### config.mk
export PLATFORM = sky130hd
export DESIGN_NAME = option_byte_config_decoder
export DESIGN_NICKNAME = d
export VERILOG_FILES = /design/src/verilog/pin_sync.v /design/src/verilog/otp_byte_cell.v /design/src/verilog/option_byte_config_decoder.v
export VERILOG_INCLUDE_DIRS = /design/src /design/src/verilog
export SDC_FILE = /design/constraint.sdc
export NUM_CORES = 1
export LEC_CHECK = 0
export ABC_AREA = 1
export BUFFER_PORTS_ARGS = -buffer_cell sky130_fd_sc_hd__buf_2
export CELL_PAD_IN_SITES_DETAIL_PLACEMENT = 0
export CELL_PAD_IN_SITES_GLOBAL_PLACEMENT = 1
export CORE_UTILIZATION = 25
export CTS_BUF_LIST = sky130_fd_sc_hd__clkbuf_2
export DETAILED_ROUTE_END_ITERATION = 8
export PLACE_DENSITY_LB_ADDON = 0.1
export SLEW_MARGIN = 20
export SYNTH_ARGS = -nofsm -noshare
export SYNTH_HDL_FRONTEND = slang
export SYNTH_HIERARCHICAL = 1
export SYNTH_SLANG_ARGS = --single-unit
### constraint.sdc
create_clock -name sys_clk_in -period 2.15 [get_ports sys_clk_in]
set_input_delay 0.43 -clock sys_clk_in [delete_from_list [all_inputs] [get_ports sys_clk_in]]
set_output_delay 0.43 -clock sys_clk_in [all_outputs]
set_load 0.005 [all_outputs]
### src/verilog/option_byte_defines.vh
// Constants for the option byte configuration decoder
`ifndef OPTION_BYTE_DEFINES_VH
`define OPTION_BYTE_DEFINES_VH
// ----------------------------------------
// Programming port addresses
// ----------------------------------------
`define OB_ADDR_LSB 4'h0
`define OB_ADDR_MSB 4'h1
`define OB_ADDR_STATUS 4'h2
// ----------------------------------------
// Option bit positions in the 16-bit word
// ----------------------------------------
`define OB_BIT_OSC_SAFEGUARD_EN 0
`define OB_BIT_WDHW 1
`define OB_BIT_NMIPU 3
`define OB_BIT_OSCRC 6
`define OB_BIT_PROTECT 7
`define OB_BIT_LVD 8
`define OB_BIT_STOPWD 9
// ----------------------------------------
// Status register field positions
// ----------------------------------------
`define OB_ST_PROG 0
`define OB_ST_LOCK_LSB 1
`define OB_ST_LOCK_MSB 2
// ----------------------------------------
// Reset values and timing
// ----------------------------------------
`define OB_BLANK_BYTE 8'h00
`define OB_ZERO_WORD 16'h0000
`define OB_RD_ZERO 8'h00
`define OB_SPIKE_NS 100
`define OB_CLK_NS 20
`endif

### src/verilog/pin_sync.v
// Two-stage synchroniser for asynchronous pins
`timescale 1ns/1ps
`default_nettype none
module pin_sync #(
    parameter WIDTH = 1,
    parameter [WIDTH-1:0] INIT = {WIDTH{1'b0}}
) (
    input wire sys_clk_in,
    input wire srst_in,
    input wire [WIDTH-1:0] async_in,
    output reg [WIDTH-1:0] sync_out
);
    // First stage, read only by the second stage
    reg [WIDTH-1:0] meta_q;

    // ----------------------------------------
    // Double flop
    // ----------------------------------------
    always @(posedge sys_clk_in)
    begin
        if (srst_in)
        begin
            meta_q <= INIT;
            sync_out <= INIT;
        end
        else
        begin
            meta_q <= async_in;
            sync_out <= meta_q;
        end
    end
endmodule // pin_sync
`default_nettype wire

### src/verilog/otp_byte_cell.v
// One write-once option byte cell
`timescale 1ns/1ps
`include "option_byte_defines.vh"
`default_nettype none
module otp_byte_cell (
    input wire sys_clk_in,
    input wire blank_in,
    input wire wr_in,
    input wire [7:0] data_in,
    output reg [7:0] data_out,
    output reg locked_out
);
    // ----------------------------------------
    // Cell storage
    // ----------------------------------------
    // Not cleared by the system reset: the cell models fuses that
    // survive every reset; only blank_in models a fresh part
    always @(posedge sys_clk_in)
    begin
        if (blank_in)
        begin
            data_out <= `OB_BLANK_BYTE;
            locked_out <= 1'b0;
        end
        else if (wr_in && !locked_out)
        begin
            // First write burns the byte and locks it
            data_out <= data_in;
            locked_out <= 1'b1;
        end
    end
endmodule // otp_byte_cell
`default_nettype wire

### src/verilog/option_byte_config_decoder.v
// Option byte store, decoder and pin-level configuration logic
`timescale 1ns/1ps
`include "option_byte_defines.vh"
`default_nettype none
module option_byte_config_decoder #(
    parameter PORT_PINS = 9,
    parameter MASK_CODED = 0,
    parameter [15:0] MASK_OPTIONS = 16'h0000
) (
    input wire sys_clk_in,
    input wire srst_in,
    input wire blank_in,
    input wire [3:0] addr_in,
    input wire [7:0] wr_data_in,
    input wire wr_in,
    input wire rd_in,
    output reg [7:0] rd_data_out,
    input wire program_voltage_pin_in,
    input wire nmi_pin_in,
    input wire reset_pin_n_in,
    input wire lvd_trip_in,
    input wire main_osc_fail_in,
    input wire stop_req_in,
    input wire wake_in,
    input wire sw_wdg_en_in,
    input wire ext_mem_rd_req_in,
    input wire port_cfg_wr_in,
    input wire [PORT_PINS-1:0] port_pullup_in,
    output reg core_reset_out,
    output reg prog_mode_out,
    output reg nmi_event_out,
    output reg nmi_pullup_en_out,
    output reg stop_with_watchdog_ctl_out,
    output reg low_voltage_detect_en_out,
    output reg read_protect_out,
    output reg ext_mem_rd_grant_out,
    output reg osc_rc_sel_out,
    output reg watchdog_hw_activate_out,
    output reg watchdog_run_out,
    output reg osc_safeguard_en_out,
    output reg backup_low_freq_osc_sel_out,
    output reg stop_exec_out,
    output reg wait_exec_out,
    output reg wdg_freeze_out,
    output reg [PORT_PINS-1:0] input_with_pullup_out
);
    // ----------------------------------------
    // Timing
    // ----------------------------------------
    // Longest spike width that the safeguard ignores, rounded up
    localparam SPIKE_CYC = (`OB_SPIKE_NS + `OB_CLK_NS - 1) / `OB_CLK_NS;
    localparam [3:0] SPIKE_MAX = SPIKE_CYC[3:0];

    // ----------------------------------------
    // Pin synchronisers
    // ----------------------------------------
    // Synchronised pins: nmi, reset_n, lvd, osc fail
    // Reset loads the idle levels, pin pulled up and reset released,
    // so no false edge or core reset follows release of reset
    wire [3:0] pins_s;
    pin_sync #(
        .WIDTH(4),
        .INIT(4'h3)
    ) u_sync (
        .sys_clk_in(sys_clk_in),
        .srst_in(srst_in),
        .async_in({main_osc_fail_in, lvd_trip_in, reset_pin_n_in,
                   nmi_pin_in}),
        .sync_out(pins_s)
    );
    wire nmi_s = pins_s[0];
    wire rstn_s = pins_s[1];
    wire lvd_s = pins_s[2];
    wire oscf_s = pins_s[3];

    // ----------------------------------------
    // Programming voltage synchroniser
    // ----------------------------------------
    // Kept out of reset on purpose: the level is only sampled while
    // reset is held, so a reset synchroniser would always read ground
    reg vpp_meta_q;
    // Second stage, the only reader of the first
    reg vpp_sync_q;
    always @(posedge sys_clk_in)
    begin
        vpp_meta_q <= program_voltage_pin_in;
        vpp_sync_q <= vpp_meta_q;
    end

    // ----------------------------------------
    // Option byte cells
    // ----------------------------------------
    // Programming mode, caught while reset is asserted
    reg prog_q;
    // Write enables into the two cells
    wire acc_ok = prog_q && (MASK_CODED == 0);
    wire wr_lsb = wr_in && acc_ok && (addr_in == `OB_ADDR_LSB);
    wire wr_msb = wr_in && acc_ok && (addr_in == `OB_ADDR_MSB);
    wire [7:0] lsb_cell;
    wire [7:0] msb_cell;
    wire lock_lsb;
    wire lock_msb;

    otp_byte_cell u_lsb (
        .sys_clk_in(sys_clk_in),
        .blank_in(blank_in),
        .wr_in(wr_lsb),
        .data_in(wr_data_in),
        .data_out(lsb_cell),
        .locked_out(lock_lsb)
    );

    otp_byte_cell u_msb (
        .sys_clk_in(sys_clk_in),
        .blank_in(blank_in),
        .wr_in(wr_msb),
        .data_in(wr_data_in),
        .data_out(msb_cell),
        .locked_out(lock_msb)
    );

    // Effective option word; a mask part ignores the cells
    wire [15:0] opt_src = (MASK_CODED != 0) ? MASK_OPTIONS
                                              : {msb_cell, lsb_cell};

    // ----------------------------------------
    // Decoded configuration latch
    // ----------------------------------------
    // Held option word, only refreshed during reset
    reg [15:0] opt_q;
    always @(posedge sys_clk_in)
    begin
        if (srst_in)
        begin
            opt_q <= opt_src;
            prog_q <= vpp_sync_q;
        end
    end

    // ----------------------------------------
    // Programming port read side
    // ----------------------------------------
    // Read data next cycle; zero outside programming mode
    always @(posedge sys_clk_in)
    begin
        if (srst_in)
            rd_data_out <= `OB_RD_ZERO;
        else if (rd_in && acc_ok)
        begin
            case (addr_in)
                `OB_ADDR_LSB: rd_data_out <= lsb_cell;
                `OB_ADDR_MSB: rd_data_out <= msb_cell;
                `OB_ADDR_STATUS:
                begin
                    rd_data_out <= `OB_RD_ZERO;
                    rd_data_out[`OB_ST_PROG] <= prog_q;
                    rd_data_out[`OB_ST_LOCK_LSB] <= lock_lsb;
                    rd_data_out[`OB_ST_LOCK_MSB] <= lock_msb;
                end
                default: rd_data_out <= `OB_RD_ZERO;
            endcase
        end
        else
            // Unmapped, out-of-mode and mask reads answer zero
            rd_data_out <= `OB_RD_ZERO;
    end

    // ----------------------------------------
    // Static option outputs
    // ----------------------------------------
    // Option outputs register the held word; prog_mode_out registers prog_q
    always @(posedge sys_clk_in)
    begin
        if (srst_in)
        begin
            prog_mode_out <= 1'b0;
            stop_with_watchdog_ctl_out <= 1'b0;
            low_voltage_detect_en_out <= 1'b0;
            read_protect_out <= 1'b0;
            osc_rc_sel_out <= 1'b0;
            nmi_pullup_en_out <= 1'b0;
            watchdog_hw_activate_out <= 1'b0;
            osc_safeguard_en_out <= 1'b0;
        end
        else
        begin
            prog_mode_out <= prog_q;
            stop_with_watchdog_ctl_out <= opt_q[`OB_BIT_STOPWD];
            low_voltage_detect_en_out <= opt_q[`OB_BIT_LVD];
            read_protect_out <= opt_q[`OB_BIT_PROTECT];
            osc_rc_sel_out <= opt_q[`OB_BIT_OSCRC];
            nmi_pullup_en_out <= opt_q[`OB_BIT_NMIPU];
            watchdog_hw_activate_out <= opt_q[`OB_BIT_WDHW];
            osc_safeguard_en_out <= opt_q[`OB_BIT_OSC_SAFEGUARD_EN];
        end
    end

    // ----------------------------------------
    // Readout protection
    // ----------------------------------------
    // External reads only in programming mode and unprotected
    always @(posedge sys_clk_in)
    begin
        if (srst_in)
            ext_mem_rd_grant_out <= 1'b0;
        else
            ext_mem_rd_grant_out <= ext_mem_rd_req_in && prog_q
                                    && !opt_q[`OB_BIT_PROTECT];
    end

    // ----------------------------------------
    // Reset combining
    // ----------------------------------------
    // Reset pin and enabled detector win over everything
    always @(posedge sys_clk_in)
    begin
        if (srst_in)
            core_reset_out <= 1'b1;
        else
            core_reset_out <= !rstn_s
                              || (lvd_s && opt_q[`OB_BIT_LVD]);
    end

    // ----------------------------------------
    // Interrupt pin edge detect
    // ----------------------------------------
    // Previous synchronised level, reset high as if pulled up
    reg nmi_prev_q;
    always @(posedge sys_clk_in)
    begin
        if (srst_in)
        begin
            nmi_prev_q <= 1'b1;
            nmi_event_out <= 1'b0;
        end
        else
        begin
            nmi_prev_q <= nmi_s;
            // Pulse on high-to-low, masked while reset is active
            nmi_event_out <= nmi_prev_q && !nmi_s
                             && !core_reset_out;
        end
    end

    // ----------------------------------------
    // Oscillator safeguard
    // ----------------------------------------
    // Failure must persist past the spike window before switching
    // Trade-off: a real failure runs a few cycles on the bad clock
    // before the switch, in exchange for immunity to line spikes
    reg [3:0] spike_cnt_q;
    always @(posedge sys_clk_in)
    begin
        if (srst_in)
        begin
            spike_cnt_q <= 4'h0;
            backup_low_freq_osc_sel_out <= 1'b0;
        end
        else if (!opt_q[`OB_BIT_OSC_SAFEGUARD_EN] || !oscf_s)
        begin
            // Safeguard off or clock healthy: count restarts
            spike_cnt_q <= 4'h0;
        end
        else if (spike_cnt_q < SPIKE_MAX)
            // Short glitches never reach the limit
            spike_cnt_q <= spike_cnt_q + 4'h1;
        else
            // Sticky until the next reset restarts the main clock
            backup_low_freq_osc_sel_out <= 1'b1;
    end

    // ----------------------------------------
    // Watchdog run and stop handling
    // ----------------------------------------
    // Watchdog runs if forced by option or enabled by software
    wire wdg_on = opt_q[`OB_BIT_WDHW] || sw_wdg_en_in;
    // Real stop allowed despite watchdog
    wire stop_ok = opt_q[`OB_BIT_STOPWD] && nmi_s;
    always @(posedge sys_clk_in)
    begin
        if (srst_in || core_reset_out)
        begin
            watchdog_run_out <= 1'b0;
            stop_exec_out <= 1'b0;
            wait_exec_out <= 1'b0;
            wdg_freeze_out <= 1'b0;
        end
        else
        begin
            watchdog_run_out <= wdg_on && !wdg_freeze_out;
            stop_exec_out <= stop_req_in && (!wdg_on || stop_ok);
            wait_exec_out <= stop_req_in && wdg_on && !stop_ok;
            if (stop_req_in && wdg_on && stop_ok)
                // Entering stop wins over a wake in the same cycle
                wdg_freeze_out <= 1'b1;
            else if (wake_in)
                // Wake ends the frozen state
                wdg_freeze_out <= 1'b0;
        end
    end

    // ----------------------------------------
    // Port pull-up state
    // ----------------------------------------
    // Every pin is a pulled-up input until software says otherwise
    genvar gi;
    generate
        for (gi = 0; gi < PORT_PINS; gi = gi + 1)
        begin : g_port
            always @(posedge sys_clk_in)
            begin
                if (srst_in)
                    input_with_pullup_out[gi] <= 1'b1;
                else if (port_cfg_wr_in)
                    input_with_pullup_out[gi] <= port_pullup_in[gi];
            end
        end
    endgenerate
endmodule // option_byte_config_decoder
`default_nettype wire

==> impl_metrics.toml <==
[worst_setup_path]
critical_path.max_fanout = 3
crit_slowest_cell = "dfxtp_1"
cpLargestDelayFamily = "flip-flops"
cp_slowest_stage_delay_ps = 400
cp-end-kind = "output port"
arrival_time_at_the_worst_endpoint_ps = 1030
required_worst_endpoint_ps = 1720
rr_worst_depth = 6
timing.critical_path.buf_inv = 1
worst_setup_path_start_kind = "register"
critical_path_class = "register to output port"
timing.rr.start = "acc_ok$_DFFE_PP_"
cell_by_cell_listing_of_the_critical_path = "buf_2"
worstReg2RegEnd = "u_lsb/data_out[2]$_SDFFE_PP0P_"
setup.reg_to_reg.worst_slack_ps = 740

[drt]
drc_errors = 0
detail-route-antenna-nets = 0
wirelength_um = 6322
detailed_router_s_first_iteration_violation_count = 128
routed_via_density = 4.024
drt_first_pass_iters = 6
drt-wirelength-per-cell_um = 11.66
dr_total_vias = 2181

[placement]
place_ws_ps = 511.7
dp_hpwl_um = 4841
number_of_i_o_port_buffers = 68
global_placement_routability_congestion = 0.7116
post-place-cells = 525

[timing]
final-hold-violation-count = 0
timing.final.crit_share_pct = 67.96
final_max_slew_viol_count = 0
worst_slew_pin_slew_ps = 338.4
grt_setup_unrepaired = "no"
layout_min_cycle_time_ps = 1461
timing.final.setup_violations = 0
worst_clock_skew_ps = 28.79
timing.final.ws_setup_ps = 688.8
sum_neg_setup_slack_ps = 0
max_clock_freq_mhz = 684.4
timing.slew.headroom_pct = 77.27

[yosys]
fraction_of_the_mapped_netlist_area_in_compound_gates_pct = 3.102
post_synthesis_net_count = 359
yosys.area_share.simple_pct = 27.30
share_of_the_synthesized_area_in_the_top_cell_type_pct = 49.62
ys.warnings.count = 6
post_synth_main_area_contributors = "dfxtp_1, nand3_1, edfxtp_1"
yosys.area_share.xor_xnor_pct = 0.3289
distinct_cells_synth = 23
syn_inst = 321
library_cell_occupying_the_most_area_in_the_post_synthesis_netlist = "dfxtp_1"
synth_top_flop_cell = "dfxtp_1"
post_synthesis_instance_area_mm2 = 0.002663
synth-seq-cells = 74
synthAdderAreaFrac_pct = 0.9398
combinational_family_with_the_most_area_after_synthesis = "simple AND/OR/NAND/NOR gates"
muxShareOfSynthArea_pct = 0
synth_edf_count = 8
async_set_or_reset_flop_fraction_in_the_synthesized_netlist_pct = 0
synth_seq_area_share_pct = 58.65
syn_avg_cell_area_um2 = 8.295

[die]
core.rowCount = 37
die_h_um = 105.2
die-area_mm2 = 0.01107
core-area_mm2 = 0.01032
starting_density_pct = 25.79
dieWidth_um = 105.2
boundaryPins = 69

[min_path]
min_delay_worst_endpoint = "u_sync/meta_q[1]$_SDFF_PP1_"
hold_path_depth = 3
worst_hold_startpoint = "reset_pin_n_in"
min-delay-path-class = "primary input to register"

[cells_and_area]
utilization_pct = 32.47
net_count_final = 439
layout_common_cells = "buf_2, dfxtp_1, nand2_1"
layout.cells.most_common = "buf_2"
syn_to_final_growth_pct = 25.89
finish.cell_count_without_fillers = 542
drive_gt1_share_pct = 25.62
filler_cells = 1171
antenna-diode-count = 0

[cts]
clk_buf_depth = 2
clock_tree_from_tritoncts = "built"
cts-buffers-inserted = 9
cts_sinks = 74
worst_skew_pair.late_latency_ps = 510
cts.clk_slew.worst_paths_ps = 220
clock_tree.htree_level_count = 3
cts_repair_resize_count = 0
clk_root_buffer_cell = "clkbuf_2"

[power_and_ir_drop]
sw_power_w = 0.0006219
switching_share_pct = 23.51
power_report.internal_total_w = 0.002023
static-leakage-power_nw = 1.619
clock_power_share_pct = 38.3
comb_power_share_pct = 6.6
design_power_total_w = 0.002645
power_frac_seq_pct = 55.1
pwr_density_cell_mw_per_mm2 = 789.2
ir_worst_vdd_v = 0.0002321

[global_route]
global_route.usage.total_pct = 12.52
antenna_found_initial = 0
grt_start_max_net_pins = 20
wire_length_of_the_first_global_routing_pass_um = 10410
grt.overflow.total = 0
vias_in_the_first_global_route = 2097

[run]
cap_viol_max_count = 0

[status]
result_of_the_run = "finished, final reports clean"
[kinds of logic after synthesis]
kind of cell	count (synthesis)
xor+xnor	1
compound gates	16
simple gates	165
buf+inv	63
flops	74
fa+ha+maj	2
[cell usage after synthesis, drive strengths merged, types with 2 or more instances]
cell type	instances
o21ai	4
ha	2
nand3	49
buf	7
edfxtp	8
nand2	53
nor2	56
inv	55
a21oi	11
dfxtp	66
nor3	3
[layer usage]
layer  global-route usage (%)  part of all wire [%]  up-vias
met3                    3.119                   5.0        9
met2                    19.97                    45       56
li1                         -                     -     1157
met5                        0                     0        -
met4                    6.338                   1.7        0
met1                    15.63                    48      959
[power groups by stage]
| stage | registers, W | logic [W] | clock network, W |
|---|---|---|---|
| 4_1_cts | 0.00146 | 0.000179 | 0.00106 |
| 6_report | 0.00146 | 0.000175 | 0.00101 |
| 2_1_floorplan | 0.00149 | 0.0000828 | 0 |
| 3_3_place_gp | 0.00149 | 0.000178 | 0 |
| 3_5_place_dp | 0.00149 | 0.000177 | 0 |
| 5_1_grt | 0.00147 | 0.000200 | 0.00112 |
[worst register-to-register path, delay by kind of cell, from the launching register on]
family	cells	cell delay (ps)
buffers and inverters	2	320
and+or+nand+nor	4	550
DFF	1	440
[registers in the layout, summed over array words and instances, names as in the netlist, 4 cells and up]
register	flops
u_lsb/data_out	8
u_sync/meta_q	4
rd_data_out	8
opt_q	7
spike_cnt_q	4
u_msb/data_out	8
input_with_pullup_out	9
u_sync/sync_out	4
[layout make-up]
cell class / count / area, um2 / share of cell area (%)
tap: 136 / 170.2 / 5.077
clock inverter: 6 / 113.9 / 3.397
inverter: 56 / 210.2 / 6.271
clock buffer: 10 / 50.05 / 1.493
multi-input combinational: 184 / 843.3 / 25.16
timing repair buffer: 76 / 402.9 / 12.02
sequential: 74 / 1562 / 46.58
[repair_timing]
item,CTS,global route
hold endpoints to repair,1,0
setup endpoints to repair,0,0
hold buffers,1,0
buffers inserted,0,0
[through the flow]
stage / hold slack, ps / area, um2
2_1_floorplan: 309.6 / 2663
3_3_place_gp: 329.5 / 3178
3_5_place_dp: 318.3 / 3178
4_1_cts: 30.13 / 3352
5_1_grt: 39.06 / 3352
6_report: 82.09 / 3352
[worst max path at each step]
stage,from,end,cells after the start
floorplan,addr_in[3],u_msb/data_out[0]$_SDFFE_PP0P_,9
CTS,wdg_freeze_out$_SDFFE_PP0P_,wdg_freeze_out,1
global route,acc_ok$_DFFE_PP_,u_lsb/data_out[3]$_SDFFE_PP0P_,6
finish,wdg_freeze_out$_SDFFE_PP0P_,wdg_freeze_out,1
detailed placement,addr_in[0],u_msb/data_out[0]$_SDFFE_PP0P_,9
global placement,addr_in[0],u_msb/data_out[0]$_SDFFE_PP0P_,9
(Power assumes the default switching activity.)
